==> config.mk <==
export PLATFORM = sky130hd
export DESIGN_NAME = dag_addr_gen
export DESIGN_NICKNAME = d
export VERILOG_FILES = /design/src/dag_pkg.sv /design/src/dag_ptr_if.sv /design/src/dag_ptr_file.sv /design/src/dag_addr_gen.sv
export VERILOG_INCLUDE_DIRS = /design/src /design/src/src
export SDC_FILE = /design/constraint.sdc
export NUM_CORES = 1
export LEC_CHECK = 0
export ABC_CLOCK_PERIOD_IN_PS = 16500
export BUFFER_PORTS_ARGS = -buffer_cell sky130_fd_sc_hd__buf_2
export CORE_ASPECT_RATIO = 1.1
export CORE_MARGIN = 1
export CORE_UTILIZATION = 62
export DETAILED_ROUTE_END_ITERATION = 10
export GPL_ROUTABILITY_DRIVEN = 0
export PLACE_DENSITY = 0.87
export SLEW_MARGIN = 20
export SYNTH_ARGS = -nofsm -noshare
export SYNTH_HDL_FRONTEND = slang
export SYNTH_SLANG_ARGS = --single-unit
==> constraint.sdc <==
create_clock -name clk -period 16.5 [get_ports clk]
set_clock_uncertainty 0.1 [all_clocks]
set_input_delay 0 -clock clk [delete_from_list [all_inputs] [get_ports clk]]
set_output_delay 0 -clock clk [all_outputs]
set_load 0.005 [all_outputs]
==> src/dag_consts.svh <==
`ifndef DAG_CONSTS_SVH
`define DAG_CONSTS_SVH

////////////////////////////////////////////////////////////////////////////////
// widths and counts
`define DAG_ADDR_W       12
`define DAG_BANK_W       4
`define DAG_BYTE_W       8
`define DAG_WORD_W       16
`define DAG_TARGET_W     20
`define DAG_PTR_CNT      3

////////////////////////////////////////////////////////////////////////////////
// opcode field positions
`define DAG_BIT_BANK     8
`define DAG_BIT_DEST     9

////////////////////////////////////////////////////////////////////////////////
// quick bank split: low part maps to the bottom, high part to special registers
`define DAG_QB_SPLIT     8'h60
`define DAG_QB_LOW_PAGE  4'h0
`define DAG_QB_HIGH_PAGE 4'hF

////////////////////////////////////////////////////////////////////////////////
// special register map
`define DAG_ALIAS_BASE   12'hF90
`define DAG_ALIAS_END    12'hFA8
`define DAG_OFS_PLAIN    3'h0
`define DAG_OFS_POSTINC  3'h1
`define DAG_OFS_POSTDEC  3'h2
`define DAG_OFS_PREINC   3'h3
`define DAG_OFS_PLUSW    3'h4
`define DAG_OFS_LO       3'h5
`define DAG_OFS_HI       3'h6
`define DAG_BANK_ADDR    12'hFB8
`define DAG_STAT_LO_ADDR 12'hFB9
`define DAG_STAT_HI_ADDR 12'hFBA

////////////////////////////////////////////////////////////////////////////////
// indexed literal offset
`define DAG_IDX_PTR      2'h2
`define DAG_IDX_LIMIT    8'h5F

////////////////////////////////////////////////////////////////////////////////
// reset values and adjust steps
`define DAG_BANK_RST     4'h0
`define DAG_PTR_RST      12'h000
`define DAG_STEP_UP      12'h001
`define DAG_STEP_DOWN    12'hFFF

`endif

==> src/dag_pkg.sv <==
`include "dag_consts.svh"

package dag_pkg;

	typedef enum logic [2:0]
	{
		DAG_M_INHERENT = 3'b000,
		DAG_M_LITERAL  = 3'b001,
		DAG_M_DIRECT   = 3'b010,
		DAG_M_MOVE     = 3'b011,
		DAG_M_JUMP     = 3'b100
	} dag_mode_t;

	typedef struct packed
	{
		logic       hit;
		logic [1:0] sel;
		logic [2:0] ofs;
	} dag_alias_t;

	typedef struct packed
	{
		logic [`DAG_PTR_CNT-1:0][`DAG_ADDR_W-1:0] ptr;
	} dag_ptr_state_t;

	typedef struct packed
	{
		logic                     res_valid;
		dag_mode_t                mode;
		logic [`DAG_ADDR_W-1:0]   addr;
		logic                     addr_used;
		logic                     indirect;
		logic                     dest_w;
		logic                     dest_reg;
		logic [`DAG_BYTE_W-1:0]   literal;
		logic [`DAG_TARGET_W-1:0] target;
		logic [`DAG_BANK_W-1:0]   bank;
		logic [`DAG_BYTE_W-1:0]   rdata;
	} dag_state_t;

	// special register address to pointer alias slot
	function automatic dag_alias_t dag_alias_decode(input logic [`DAG_ADDR_W-1:0] a);
		dag_alias_t r;
		logic [`DAG_ADDR_W-1:0] rel;
		rel   = a - `DAG_ALIAS_BASE;
		r.hit = (a >= `DAG_ALIAS_BASE) && (a < `DAG_ALIAS_END);
		r.sel = rel[4:3];
		r.ofs = rel[2:0];
		return r;
	endfunction

endpackage

==> src/dag_ptr_if.sv <==
`timescale 1ns/100ps
`include "dag_consts.svh"

interface dag_ptr_if;
	logic                                     adj_valid;
	logic [1:0]                               adj_sel;
	logic [`DAG_ADDR_W-1:0]                   adj_delta;
	logic                                     wr_en;
	logic [1:0]                               wr_sel;
	logic                                     wr_hi;
	logic [`DAG_BYTE_W-1:0]                   wr_data;
	logic [`DAG_PTR_CNT-1:0][`DAG_ADDR_W-1:0] ptr;

	modport ctrl
	(
		output adj_valid, adj_sel, adj_delta, wr_en, wr_sel, wr_hi, wr_data,
		input  ptr
	);

	modport store
	(
		input  adj_valid, adj_sel, adj_delta, wr_en, wr_sel, wr_hi, wr_data,
		output ptr
	);
endinterface

==> src/dag_ptr_file.sv <==
`timescale 1ns/100ps
`include "dag_consts.svh"

module dag_ptr_file
	import dag_pkg::*;
(
	input wire logic clk,
	input wire logic reset_n,
	dag_ptr_if.store pif
);

	dag_ptr_state_t s;
	dag_ptr_state_t next_s;

	always_comb
	begin
		next_s = s;
		for (int i = 0; i < `DAG_PTR_CNT; i++)
		begin
			if (pif.adj_valid && (pif.adj_sel == 2'(i)))
				next_s.ptr[i] = s.ptr[i] + pif.adj_delta; // [RULE12] [RULE14]
			// direct write of one half wins over an adjust
			if (pif.wr_en && (pif.wr_sel == 2'(i)))
			begin
				next_s.ptr[i] = s.ptr[i];
				if (pif.wr_hi)
					next_s.ptr[i][11:8] = pif.wr_data[3:0]; // [RULE11] [RULE14]
				else
					next_s.ptr[i][7:0] = pif.wr_data; // [RULE11]
			end
		end
	end

	always_ff @(posedge clk or negedge reset_n)
	begin
		if (!reset_n)
			s <= '{ptr: {`DAG_PTR_CNT{`DAG_PTR_RST}}};
		else
			s <= next_s;
	end

	assign pif.ptr = s.ptr;

endmodule // dag_ptr_file

==> src/dag_addr_gen.sv <==
// Functional notes
// RULE1: inherent instructions carry no operand; global or one fixed register.
// RULE2: literal operand comes from opcode; jumps carry a 20-bit program target.
// RULE3: byte and bit instructions default to direct, 8-bit address in low byte.
// RULE4: bank flag 1 joins bank select value and 8-bit address into 12 bits.
// RULE5: bank flag 0 ignores bank select value and maps into the quick bank.
// RULE6: full address move takes whole 12-bit address, bank select value ignored.
// RULE7: result-target flag 1 writes result back into the source register.
// RULE8: result-target flag 0 writes result to accumulator, source untouched.
// RULE9: without result-target flag, destination is fixed by the opcode.
// RULE10: indirect mode takes the address from a pointer, for reads and writes.
// RULE11: pointers are special registers, directly readable and writable.
// RULE12: alias access adjusts pointer: increment, decrement, or offset.
// RULE13: extended set enable adds indexed literal offset addressing.
// RULE14: pointer is 12 bits, 4-bit high and 8-bit low, adjusts carry across.
//
// The implementer's own choices: the plain strobed port and the placing of the registers.
`timescale 1ns/100ps
`include "dag_consts.svh"

module dag_addr_gen
	import dag_pkg::*;
(
	input  wire logic                     clk,
	input  wire logic                     reset_n,
	input  wire logic                     req_valid,
	input  wire dag_mode_t                req_mode,
	input  wire logic [`DAG_WORD_W-1:0]   req_word,
	input  wire logic [`DAG_TARGET_W-1:0] req_ext,
	input  wire logic                     req_has_dest,
	input  wire logic                     req_implicit_w,
	input  wire logic [`DAG_BYTE_W-1:0]   w_value,
	input  wire logic                     ext_set_enable,
	input  wire logic [`DAG_ADDR_W-1:0]   port_addr,
	input  wire logic [`DAG_BYTE_W-1:0]   port_wdata,
	input  wire logic                     port_wr,
	input  wire logic                     port_rd,
	output logic [`DAG_BYTE_W-1:0]        port_rdata,
	output logic                          res_valid,
	output dag_mode_t                     res_mode,
	output logic [`DAG_ADDR_W-1:0]        res_addr,
	output logic                          res_addr_used,
	output logic                          res_indirect,
	output logic                          res_dest_w,
	output logic                          res_dest_reg,
	output logic [`DAG_BYTE_W-1:0]        res_literal,
	output logic [`DAG_TARGET_W-1:0]      res_target,
	output logic [`DAG_BANK_W-1:0]        bank_select_value
);

	////////////////////////////////////////////////////////////////////////////////
	// helpers

	// 8-bit address into the shared quick bank
	function automatic logic [`DAG_ADDR_W-1:0] quick_map(input logic [`DAG_BYTE_W-1:0] a8);
		if (a8 < `DAG_QB_SPLIT)
			return {`DAG_QB_LOW_PAGE, a8};
		else
			return {`DAG_QB_HIGH_PAGE, a8};
	endfunction

	// accumulator as a signed offset
	function automatic logic [`DAG_ADDR_W-1:0] sext_byte(input logic [`DAG_BYTE_W-1:0] b);
		return {{(`DAG_ADDR_W-`DAG_BYTE_W){b[`DAG_BYTE_W-1]}}, b};
	endfunction

	////////////////////////////////////////////////////////////////////////////////
	// pointer store

	dag_ptr_if pif ();

	dag_ptr_file u_ptr_file
	(
		.clk     (clk),
		.reset_n (reset_n),
		.pif     (pif.store)
	);

	////////////////////////////////////////////////////////////////////////////////
	// state

	dag_state_t s;
	dag_state_t next_s;

	logic [`DAG_BYTE_W-1:0]   op_addr8;
	logic                     op_bank;
	logic                     op_dest;
	logic [`DAG_ADDR_W-1:0]   cand_addr;
	logic                     cand_used;
	logic [`DAG_ADDR_W-1:0]   idx_base;
	logic                     idx_hit;
	dag_alias_t               req_alias;
	dag_alias_t               port_alias;
	logic [`DAG_ADDR_W-1:0]   sel_ptr;
	logic [`DAG_ADDR_W-1:0]   port_ptr;

	assign op_addr8 = req_word[`DAG_BYTE_W-1:0];
	assign op_bank  = req_word[`DAG_BIT_BANK];
	assign op_dest  = req_word[`DAG_BIT_DEST];
	assign idx_base = pif.ptr[`DAG_IDX_PTR];
	// indexed offset: only direct mode with quick bank flag and a small address
	assign idx_hit  = ext_set_enable && !op_bank && (op_addr8 <= `DAG_IDX_LIMIT);

	////////////////////////////////////////////////////////////////////////////////
	// operand address formation

	always_comb
	begin
		cand_addr = '0;
		cand_used = 1'b0;
		case (req_mode)
			DAG_M_DIRECT:
			begin
				cand_used = 1'b1;
				if (idx_hit)
					cand_addr = idx_base + {4'h0, op_addr8}; // [RULE13]
				else if (op_bank)
					cand_addr = {s.bank, op_addr8}; // [RULE3] [RULE4]
				else
					cand_addr = quick_map(op_addr8); // [RULE5]
			end
			DAG_M_MOVE:
			begin
				cand_used = 1'b1;
				cand_addr = req_ext[`DAG_ADDR_W-1:0]; // [RULE6]
			end
			default:
			begin
				cand_used = 1'b0;
				cand_addr = '0;
			end
		endcase
	end

	assign req_alias = dag_alias_decode(cand_addr);
	assign sel_ptr   = pif.ptr[req_alias.sel];

	////////////////////////////////////////////////////////////////////////////////
	// register port decode

	assign port_alias = dag_alias_decode(port_addr);
	assign port_ptr   = pif.ptr[port_alias.sel];

	////////////////////////////////////////////////////////////////////////////////
	// next state

	always_comb
	begin
		next_s           = s;
		next_s.res_valid = 1'b0;
		next_s.rdata     = '0;
		pif.adj_valid    = 1'b0;
		pif.adj_sel      = '0;
		pif.adj_delta    = '0;
		pif.wr_en        = 1'b0;
		pif.wr_sel       = '0;
		pif.wr_hi        = 1'b0;
		pif.wr_data      = '0;

		// register writes
		if (port_wr)
		begin
			if (port_addr == `DAG_BANK_ADDR)
				next_s.bank = port_wdata[`DAG_BANK_W-1:0];
			else if (port_alias.hit && (port_alias.ofs == `DAG_OFS_LO))
			begin
				pif.wr_en   = 1'b1; // [RULE11]
				pif.wr_sel  = port_alias.sel;
				pif.wr_data = port_wdata;
			end
			else if (port_alias.hit && (port_alias.ofs == `DAG_OFS_HI))
			begin
				pif.wr_en   = 1'b1; // [RULE11] [RULE14]
				pif.wr_sel  = port_alias.sel;
				pif.wr_hi   = 1'b1;
				pif.wr_data = port_wdata;
			end
		end

		// register reads, valid one cycle later only
		if (port_rd)
		begin
			if (port_addr == `DAG_BANK_ADDR)
				next_s.rdata = {4'h0, s.bank};
			else if (port_addr == `DAG_STAT_LO_ADDR)
				next_s.rdata = s.addr[7:0];
			else if (port_addr == `DAG_STAT_HI_ADDR)
				next_s.rdata = {s.indirect, s.mode, s.addr[11:8]};
			else if (port_alias.hit && (port_alias.ofs == `DAG_OFS_LO))
				next_s.rdata = port_ptr[7:0]; // [RULE11]
			else if (port_alias.hit && (port_alias.ofs == `DAG_OFS_HI))
				next_s.rdata = {4'h0, port_ptr[11:8]}; // [RULE11] [RULE14]
			else
				next_s.rdata = '0;
		end

		// instruction request
		if (req_valid)
		begin
			next_s.res_valid = 1'b1;
			next_s.mode      = req_mode;
			next_s.addr_used = cand_used;
			next_s.addr      = cand_addr;
			next_s.indirect  = 1'b0;
			next_s.literal   = '0;
			next_s.target    = '0;
			next_s.dest_w    = 1'b0;
			next_s.dest_reg  = 1'b0;
			case (req_mode)
				DAG_M_INHERENT:
				begin
					next_s.addr_used = 1'b0; // [RULE1]
					next_s.dest_w    = req_implicit_w; // [RULE9]
					next_s.dest_reg  = 1'b0;
				end
				DAG_M_LITERAL:
				begin
					next_s.literal = op_addr8; // [RULE2]
					next_s.dest_w  = 1'b1;
				end
				DAG_M_JUMP:
				begin
					next_s.target = req_ext; // [RULE2]
				end
				DAG_M_MOVE:
				begin
					next_s.dest_reg = 1'b1; // [RULE6]
				end
				DAG_M_DIRECT:
				begin
					next_s.indirect = idx_hit; // [RULE13]
					if (req_has_dest)
					begin
						next_s.dest_reg = op_dest; // [RULE7]
						next_s.dest_w   = !op_dest; // [RULE8]
					end
					else
					begin
						next_s.dest_w   = req_implicit_w; // [RULE9]
						next_s.dest_reg = !req_implicit_w; // [RULE9]
					end
				end
				default:
				begin
					next_s.addr_used = 1'b0;
				end
			endcase

			// pointer aliases turn a direct or move address into an indirect one
			if (cand_used && req_alias.hit && (req_alias.ofs <= `DAG_OFS_PLUSW))
			begin
				next_s.indirect = 1'b1; // [RULE10]
				next_s.addr     = sel_ptr; // [RULE10]
				pif.adj_sel     = req_alias.sel;
				case (req_alias.ofs)
					`DAG_OFS_POSTINC:
					begin
						pif.adj_valid = 1'b1; // [RULE12]
						pif.adj_delta = `DAG_STEP_UP;
					end
					`DAG_OFS_POSTDEC:
					begin
						pif.adj_valid = 1'b1; // [RULE12]
						pif.adj_delta = `DAG_STEP_DOWN;
					end
					`DAG_OFS_PREINC:
					begin
						next_s.addr   = sel_ptr + `DAG_STEP_UP; // [RULE12] [RULE14]
						pif.adj_valid = 1'b1;
						pif.adj_delta = `DAG_STEP_UP;
					end
					`DAG_OFS_PLUSW:
					begin
						next_s.addr = sel_ptr + sext_byte(w_value); // [RULE12]
					end
					default:
					begin
						next_s.addr = sel_ptr;
					end
				endcase
			end
		end
	end

	////////////////////////////////////////////////////////////////////////////////
	// registers

	always_ff @(posedge clk or negedge reset_n)
	begin
		if (!reset_n)
		begin
			s <= '{res_valid: 1'b0, mode: DAG_M_INHERENT, addr: '0, addr_used: 1'b0,
			       indirect: 1'b0, dest_w: 1'b0, dest_reg: 1'b0, literal: '0,
			       target: '0, bank: `DAG_BANK_RST, rdata: '0};
		end
		else
		begin
			s <= next_s;
		end
	end

	////////////////////////////////////////////////////////////////////////////////
	// outputs

	assign port_rdata        = s.rdata;
	assign res_valid         = s.res_valid;
	assign res_mode          = s.mode;
	assign res_addr          = s.addr;
	assign res_addr_used     = s.addr_used;
	assign res_indirect      = s.indirect;
	assign res_dest_w        = s.dest_w;
	assign res_dest_reg      = s.dest_reg;
	assign res_literal       = s.literal;
	assign res_target        = s.target;
	assign bank_select_value = s.bank;

endmodule // dag_addr_gen

==> results.json, run 1 <==
{
  "clock_latency_ns": 0.35,
  "p_total_mw": 0.530,
  "yosysUniqueCellTypes": 78,
  "area_delta_synth_final_pct": 18.8,
  "synth_compound_area_share_pct": 21.9,
  "numClockSinks": 96,
  "path_clk_slew_ns": 0.07,
  "synthMuxAreaShare_pct": 12.4,
  "drt_iter0_markers": 1029,
  "dr.pass1.iters": 5,
  "synth_top_family_by_area": "compound AO/OA/AOI/OAI gates",
  "fmax_ghz": 0.140,
  "synth_area_leaders": "dfrtp_1 31%, ha_1 8.3%, o21ai_0 6.1%",
  "wl_um": 23800,
  "arrival_ns": 7.30,
  "grt.overflow.total": 0,
  "fp-row-count": 42,
  "required_ns": 16.63,
  "clkPwrFrac_pct": 38.8,
  "gr-usage-all-layers_pct": 37.8,
  "p_int_mw": 0.379,
  "synthSimpleGateAreaFrac_pct": 16.1,
  "cts_resized": 0,
  "worst_setup_path_end_kind": "flip-flop",
  "cts_buffer_depth": 2,
  "critPathMaxFanout": 30,
  "setup_viol": 0,
  "grt_pass1_vias": 7472,
  "ant_nets": 0,
  "syn_area_um2": 7800,
  "cp-start-kind": "flip-flop",
  "synth_async_sr_flop_share_pct": 100,
  "tightest_slew_ns": 1.14,
  "cts_setup_buffers": 0,
  "crit_type": "reg2reg",
  "htree_num_levels": 3,
  "ys_warn_count": 0,
  "synth_xor_area_share_pct": 4.49,
  "largest_reg_flops": 36,
  "fin_setup_tns_ns": 0,
  "power_frac_seq_pct": 46.7,
  "leakagePower_nw": 4.41,
  "vias": 7713,
  "diodes": 0,
  "synth.top_cell.area_share_pct": 30.8,
  "finalCritPeriodShare_pct": 43.4,
  "grt_start_max_net_pins": 61,
  "syn_area_per_cell_um2": 8.72,
  "hpwl_um": 16600,
  "clock_tree.root_cell": "clkbuf_16",
  "num_io_pins": 135,
  "drc": 0,
  "hold_violations": 0,
  "synth_largest_area_cell": "dfrtp_1",
  "dieArea_um2": 13000,
  "cap_violations": 0,
  "powerDensity_nw_per_um2": 57.2,
  "ys_seq_area_share_pct": 30.8,
  "die_h_um": 120,
  "holdCritPathClass": "in2reg",
  "swShare_pct": 28.5,
  "synth_ff_type": "dfrtp_1",
  "antenna_found_initial": 0,
  "final_nets": 1179,
  "cts_tree": "built",
  "drt-wirelength-per-cell_um": 19.8,
  "grt_pass1_wl_um": 37900,
  "synth_edf_count": 0,
  "core_um2": 12100,
  "rsz0062_at_grt": "false",
  "layout-drive-gt1-share_pct": 20.8,
  "switchingPower_mw": 0.151,
  "cts_buffers": 9,
  "synth_fa_ha_area_share_pct": 9.63,
  "status": "finished, final reports clean",
  "avgViaCountPerCell": 6.40,
  "ys_ff_latch": 96,
  "comb_power_share_pct": 14.5,
  "relSlewSlack_pct": 24.0,
  "peakVddDrop_uv": 45.0,
  "start_util_pct": 64.2,
  "syn_nets": 1026,
  "finalMaxSlewViolations": 0,
  "die_x_um": 109,
  "holdBufCountCts": 42,
  "io_buffers": 128,
  "min_period_ns": 7.17,
  "synth_cells": 894,
  "reg2reg_slack_ns": 9.33
}
[Yosys cell counts, types with 17 or more instances]
cell and count:
a21oi_1 61, clkbuf_1 25, dfrtp_1 96, ha_1 52, inv_1 60, mux2_2 31, mux2i_1 23, nand2_1 94
nor2_1 59, nor3_1 17, o21ai_0 95, xnor2_1 23, xor2_1 17
[power by group through the flow]
stage,Combinational (mW),Sequential [mW],Clock (mW)
after floorplan,0.0323,0.251,0
after global placement,0.0645,0.251,0
after detailed placement,0.0659,0.251,0
after CTS,0.0740,0.247,0.204
after global routing,0.0833,0.248,0.215
final,0.0768,0.247,0.206
[final cells by class]
cell class / count / area, µm²
multi-input cells: 704 / 5050
fillers: 800 / 2880
flip-flops and latches: 96 / 2400
repair buffers: 176 / 1110
clock buffers: 10 / 229
inverters: 60 / 225
well taps: 154 / 193
clock inverters: 6 / 51.3
[cells in the final DEF (no fill, tap or decap), drive strengths merged, types with 8 or more instances in the layout]
| cell type | netlist | layout |
|---|---|---|
| o21a | 10 | 10 |
| o211ai | 8 | 8 |
| nand2b | 11 | 11 |
| xor2 | 17 | 17 |
| a22oi | 9 | 9 |
| ha | 52 | 52 |
| a21boi | 8 | 8 |
| buf | 9 | 134 |
| dfrtp | 96 | 96 |
| o21ai | 101 | 101 |
| nand3 | 12 | 12 |
| o21bai | 8 | 8 |
| nor3 | 18 | 18 |
| clkbuf | 25 | 10 |
| a211oi | 8 | 8 |
| nor2 | 60 | 60 |
| and2 | 12 | 12 |
| mux2 | 58 | 58 |
| inv | 60 | 63 |
| dlygate4sd3 | 0 | 42 |
| xnor2 | 23 | 23 |
| nand2 | 96 | 96 |
| a21o | 14 | 14 |
| mux2i | 24 | 24 |
| a21oi | 61 | 61 |
[routing by layer]
| layer | routed length, µm | global-route usage (%) | up-vias |
|---|---|---|---|
| met2 | 11000 | 60.9 | 492 |
| met1 | 9230 | 46.4 | 3584 |
| met3 | 2180 | 7.93 | 115 |
| li1 | - | - | 3522 |
| met4 | 1380 | 21.5 | 0 |
| met5 | 0 | 0 | - |
[worst paths after layout]
path                                        start                      to  cells past startpoint
max                        u_ptr_file.pif.ptr[25]  u_ptr_file.pif.ptr[35]                     22
min                                       port_wr    bank_select_value[1]                      3
max reg2reg                u_ptr_file.pif.ptr[25]  u_ptr_file.pif.ptr[35]                     22
min reg2reg                        res_literal[4]          res_literal[4]                      2
max in group asynchronous                 reset_n  u_ptr_file.pif.ptr[13]                      3
min in group asynchronous                 reset_n           res_target[5]                      2
[metrics by stage]
| step | utilization [%] | setup WS [ns] | hold slack [ns] | std cells | cell area [µm²] |
|---|---|---|---|---|---|
| final | 76.3 | 9.33 | 0.0637 | 1206 | 9260 |
| after global routing | 76.3 | 8.80 | 0.0776 | 1206 | 9260 |
| after CTS | 76.3 | 9.36 | 0.0503 | 1206 | 9260 |
| after detailed placement | 70.5 | 9.41 | -0.0326 | 1148 | 8560 |
| after global placement | 70.5 | 9.45 | -0.0341 | 1148 | 8560 |
| after floorplan | - | 10.95 | -0.396 | 894 | 7800 |
[critical path: stages (launching register included)]
cell,delay [ns]
dfrtp_1,0.51
ha_1,0.29
a211oi_1,0.40
o21bai_1,0.14
and3_1,0.19
o21a_1,0.46
nor3_2,0.26
o2111ai_1,0.14
and4bb_2,0.67
nand4_2,0.49
inv_1,0.94
ha_1,0.38
a21o_1,0.18
a21oi_1,0.20
o21ai_0,0.11
a21oi_1,0.22
nor2b_1,0.07
o21ai_0,0.22
a21oi_1,0.13
o41ai_1,0.41
xor2_1,0.22
mux2i_1,0.21
o211ai_1,0.10
[cells by family (layout without fill, tap and decap cells)]
group / count (synthesis) / after routing
AOI/OAI and AO/OA: 269 / 269
DFF: 96 / 96
xor gates and xnor gates: 40 / 40
and+or+nand+nor: 256 / 256
adders and majority gates: 57 / 57
muxes: 82 / 82
buffers and inverters: 94 / 252
(Power assumes the default switching activity.)
==> run 2: changes to the inputs <==
--- a/config.mk
+++ b/config.mk
@@ -6,14 +6,14 @@
 export SDC_FILE = /design/constraint.sdc
 export NUM_CORES = 1
 export LEC_CHECK = 0
-export ABC_CLOCK_PERIOD_IN_PS = 16500
+export ABC_CLOCK_PERIOD_IN_PS = 7300
 export BUFFER_PORTS_ARGS = -buffer_cell sky130_fd_sc_hd__buf_2
 export CORE_ASPECT_RATIO = 1.1
 export CORE_MARGIN = 1
-export CORE_UTILIZATION = 62
+export CORE_UTILIZATION = 58
 export DETAILED_ROUTE_END_ITERATION = 10
 export GPL_ROUTABILITY_DRIVEN = 0
-export PLACE_DENSITY = 0.87
+export PLACE_DENSITY = 0.82
 export SLEW_MARGIN = 20
 export SYNTH_ARGS = -nofsm -noshare
 export SYNTH_HDL_FRONTEND = slang
==> constraint.sdc (replaced) <==
create_clock -name clk -period 7.3 [get_ports clk]
set_clock_uncertainty 0.1 [all_clocks]
set_input_delay 0 -clock clk [delete_from_list [all_inputs] [get_ports clk]]
set_output_delay 0 -clock clk [all_outputs]
set_load 0.005 [all_outputs]
==> run 2 against run 1 <==
Against the previous run:
- die area increased by 6.8%
- routed wire length decreased by 0.55%
- highest routed layer unchanged
- final cell count grew 0.75%
- sequential share of layout area decreased by 0.10 points
- count of clock-buffer cells in the layout did not move
- largest power group unchanged
- first-iteration DRC count fell by 9.4%
==> results.json, run 2 (synthesized netlist as in run 1, its figures left out) <==
{
  "grt.overflow.total": 0,
  "fmax_ghz": 0.155,
  "cp_common_cell": "a21oi_1",
  "largest_reg_flops": 36,
  "wl_um": 23700,
  "clock_tree.root_cell": "clkbuf_16",
  "hpwl_um": 16900,
  "grt_pass1_wl_um": 37200,
  "vias": 7598,
  "final_nets": 1181,
  "grt_pass1_vias": 7246,
  "holdCritPathClass": "in2reg",
  "start_util_pct": 59.3,
  "cts_tree": "built",
  "cts_resized": 0,
  "fp-row-count": 44,
  "min_period_ns": 6.47,
  "peakVddDrop_uv": 108,
  "critPathMaxFanout": 22,
  "clock_latency_ns": 0.36,
  "core_um2": 13200,
  "numClockSinks": 96,
  "diodes": 0,
  "arrival_ns": 6.61,
  "hold_violations": 0,
  "gr-usage-all-layers_pct": 34.9,
  "powerDensity_nw_per_um2": 131,
  "drt-wirelength-per-cell_um": 19.5,
  "cpMaxStageDelayCell": "and4bb_2",
  "final_area_um2": 9300,
  "drt_iter0_markers": 932,
  "placed_area_um2": 8580,
  "status": "finished, final reports clean",
  "io_buffers": 128,
  "crit_path_cell_trace": "ha_1, fa_1, a211oi_2, o21ai_0, a21oi_1, o21a_2, and2_1, o2111ai_1, and4bb_2, nand4_2, buf_4, inv_1, buf_4, ha_1, a21oi_1, o21ai_0, a21oi_1, nor2b_1, o21ai_0, a21oi_1, o41ai_1, xor2_1, mux2i_1, o211ai_1",
  "leakagePower_nw": 4.43,
  "crit_type": "reg2reg",
  "dr.pass1.iters": 6,
  "grt_start_max_net_pins": 61,
  "tightest_slew_ns": 1.03,
  "avgViaCountPerCell": 6.25,
  "post-place-ws_ns": 0.971,
  "ant_nets": 0,
  "antenna_found_initial": 0,
  "finalCritPeriodShare_pct": 88.7,
  "drc": 0,
  "layout-drive-gt1-share_pct": 21.1,
  "rsz0062_at_grt": "false",
  "utilization_pct": 70.7,
  "num_io_pins": 135,
  "htree_num_levels": 3,
  "cap_violations": 0,
  "die_x_um": 113,
  "finalMaxSlewViolations": 0,
  "cts_buffer_depth": 2,
  "setup_slack_ns": 0.828,
  "area_delta_synth_final_pct": 19.3,
  "mostFrequentLayoutCells": "127 x buf_2, 96 x dfrtp_1, 95 x o21ai_0",
  "mostFrequentLayoutCell": "buf_2",
  "fin_setup_tns_ns": 0,
  "die_h_um": 124,
  "setup_viol": 0,
  "required_ns": 7.44,
  "critPathMaxStageDelay_ns": 0.68,
  "worst_setup_path_end_kind": "flip-flop",
  "relSlewSlack_pct": 31.6,
  "dieArea_um2": 13900,
  "cts_buffers": 9,
  "cp-start-kind": "flip-flop",
  "path_clk_slew_ns": 0.07
}
==> run 2: what timing repair did <==
action                                  CTS  global route
endpoints found under the setup margin    0             0
buffers inserted                          0             0
hold endpoints to repair                101             0
hold buffers                             42             0
==> run 2: area by class of cell <==
type,instances,area (µm²)
clock inverters,6,55.1
flip-flops and latches,96,2400
fillers,994,3860
multi-input cells,704,5050
repair buffers,178,1120
inverters,60,225
clock buffers,10,239
well taps,161,201
==> run 2: per-stage QoR <==
stage,std cells,hold slack [ns],total power [mW]
3_5_place_dp,1157,-0.0660,0.716
6_report,1215,0.0398,1.21
4_1_cts,1215,0.0298,1.21
3_3_place_gp,1157,-0.0693,0.713
2_1_floorplan,894,-0.396,0.640
5_1_grt,1215,0.0772,1.25
==> run 2: per-layer routing <==
layer	vias to the layer above	global-route usage, %	part of all wire, %
met3	93	5.69	7.3
met4	0	20.6	5.4
met2	369	58.6	48
met1	3605	42.6	40
met5	-	0	0
li1	3531	-	-
==> run 2: power breakdown <==
part / switching, mW / internal (mW) / leakage (nW)
Clock: 0.234 / 0.249 / 0.147
Combinational: 0.0995 / 0.0729 / 2.98
Sequential: 0.0118 / 0.547 / 1.30
==> run 2: critical path: cells and delay by family, from the launching register on <==
| family | cells | cell delay (ns) |
|---|---|---|
| compound gates | 12 | 2.54 |
| simple gates | 4 | 1.06 |
| flops | 1 | 0.45 |
| xor+xnor | 1 | 0.24 |
| mux | 1 | 0.21 |
| buf+inv | 3 | 0.81 |
| fa+ha+maj | 3 | 0.93 |
==> run 2: final timing paths <==
| check | slack, ns | depth (start not counted) | startpoint | to |
|---|---|---|---|---|
| worst min register to register | 0.43 | 2 | res_literal[5] | res_literal[5] |
| worst min-delay path | 0.04 | 6 | req_implicit_w | res_dest_w |
| min in group asynchronous | 0.09 | 2 | reset_n | res_target[14] |
| worst max register to register | 0.83 | 24 | u_ptr_file.pif.ptr[24] | u_ptr_file.pif.ptr[35] |
| worst max-delay path | 0.83 | 24 | u_ptr_file.pif.ptr[24] | u_ptr_file.pif.ptr[35] |
| max in group asynchronous | 5.89 | 3 | reset_n | bank_select_value[1] |
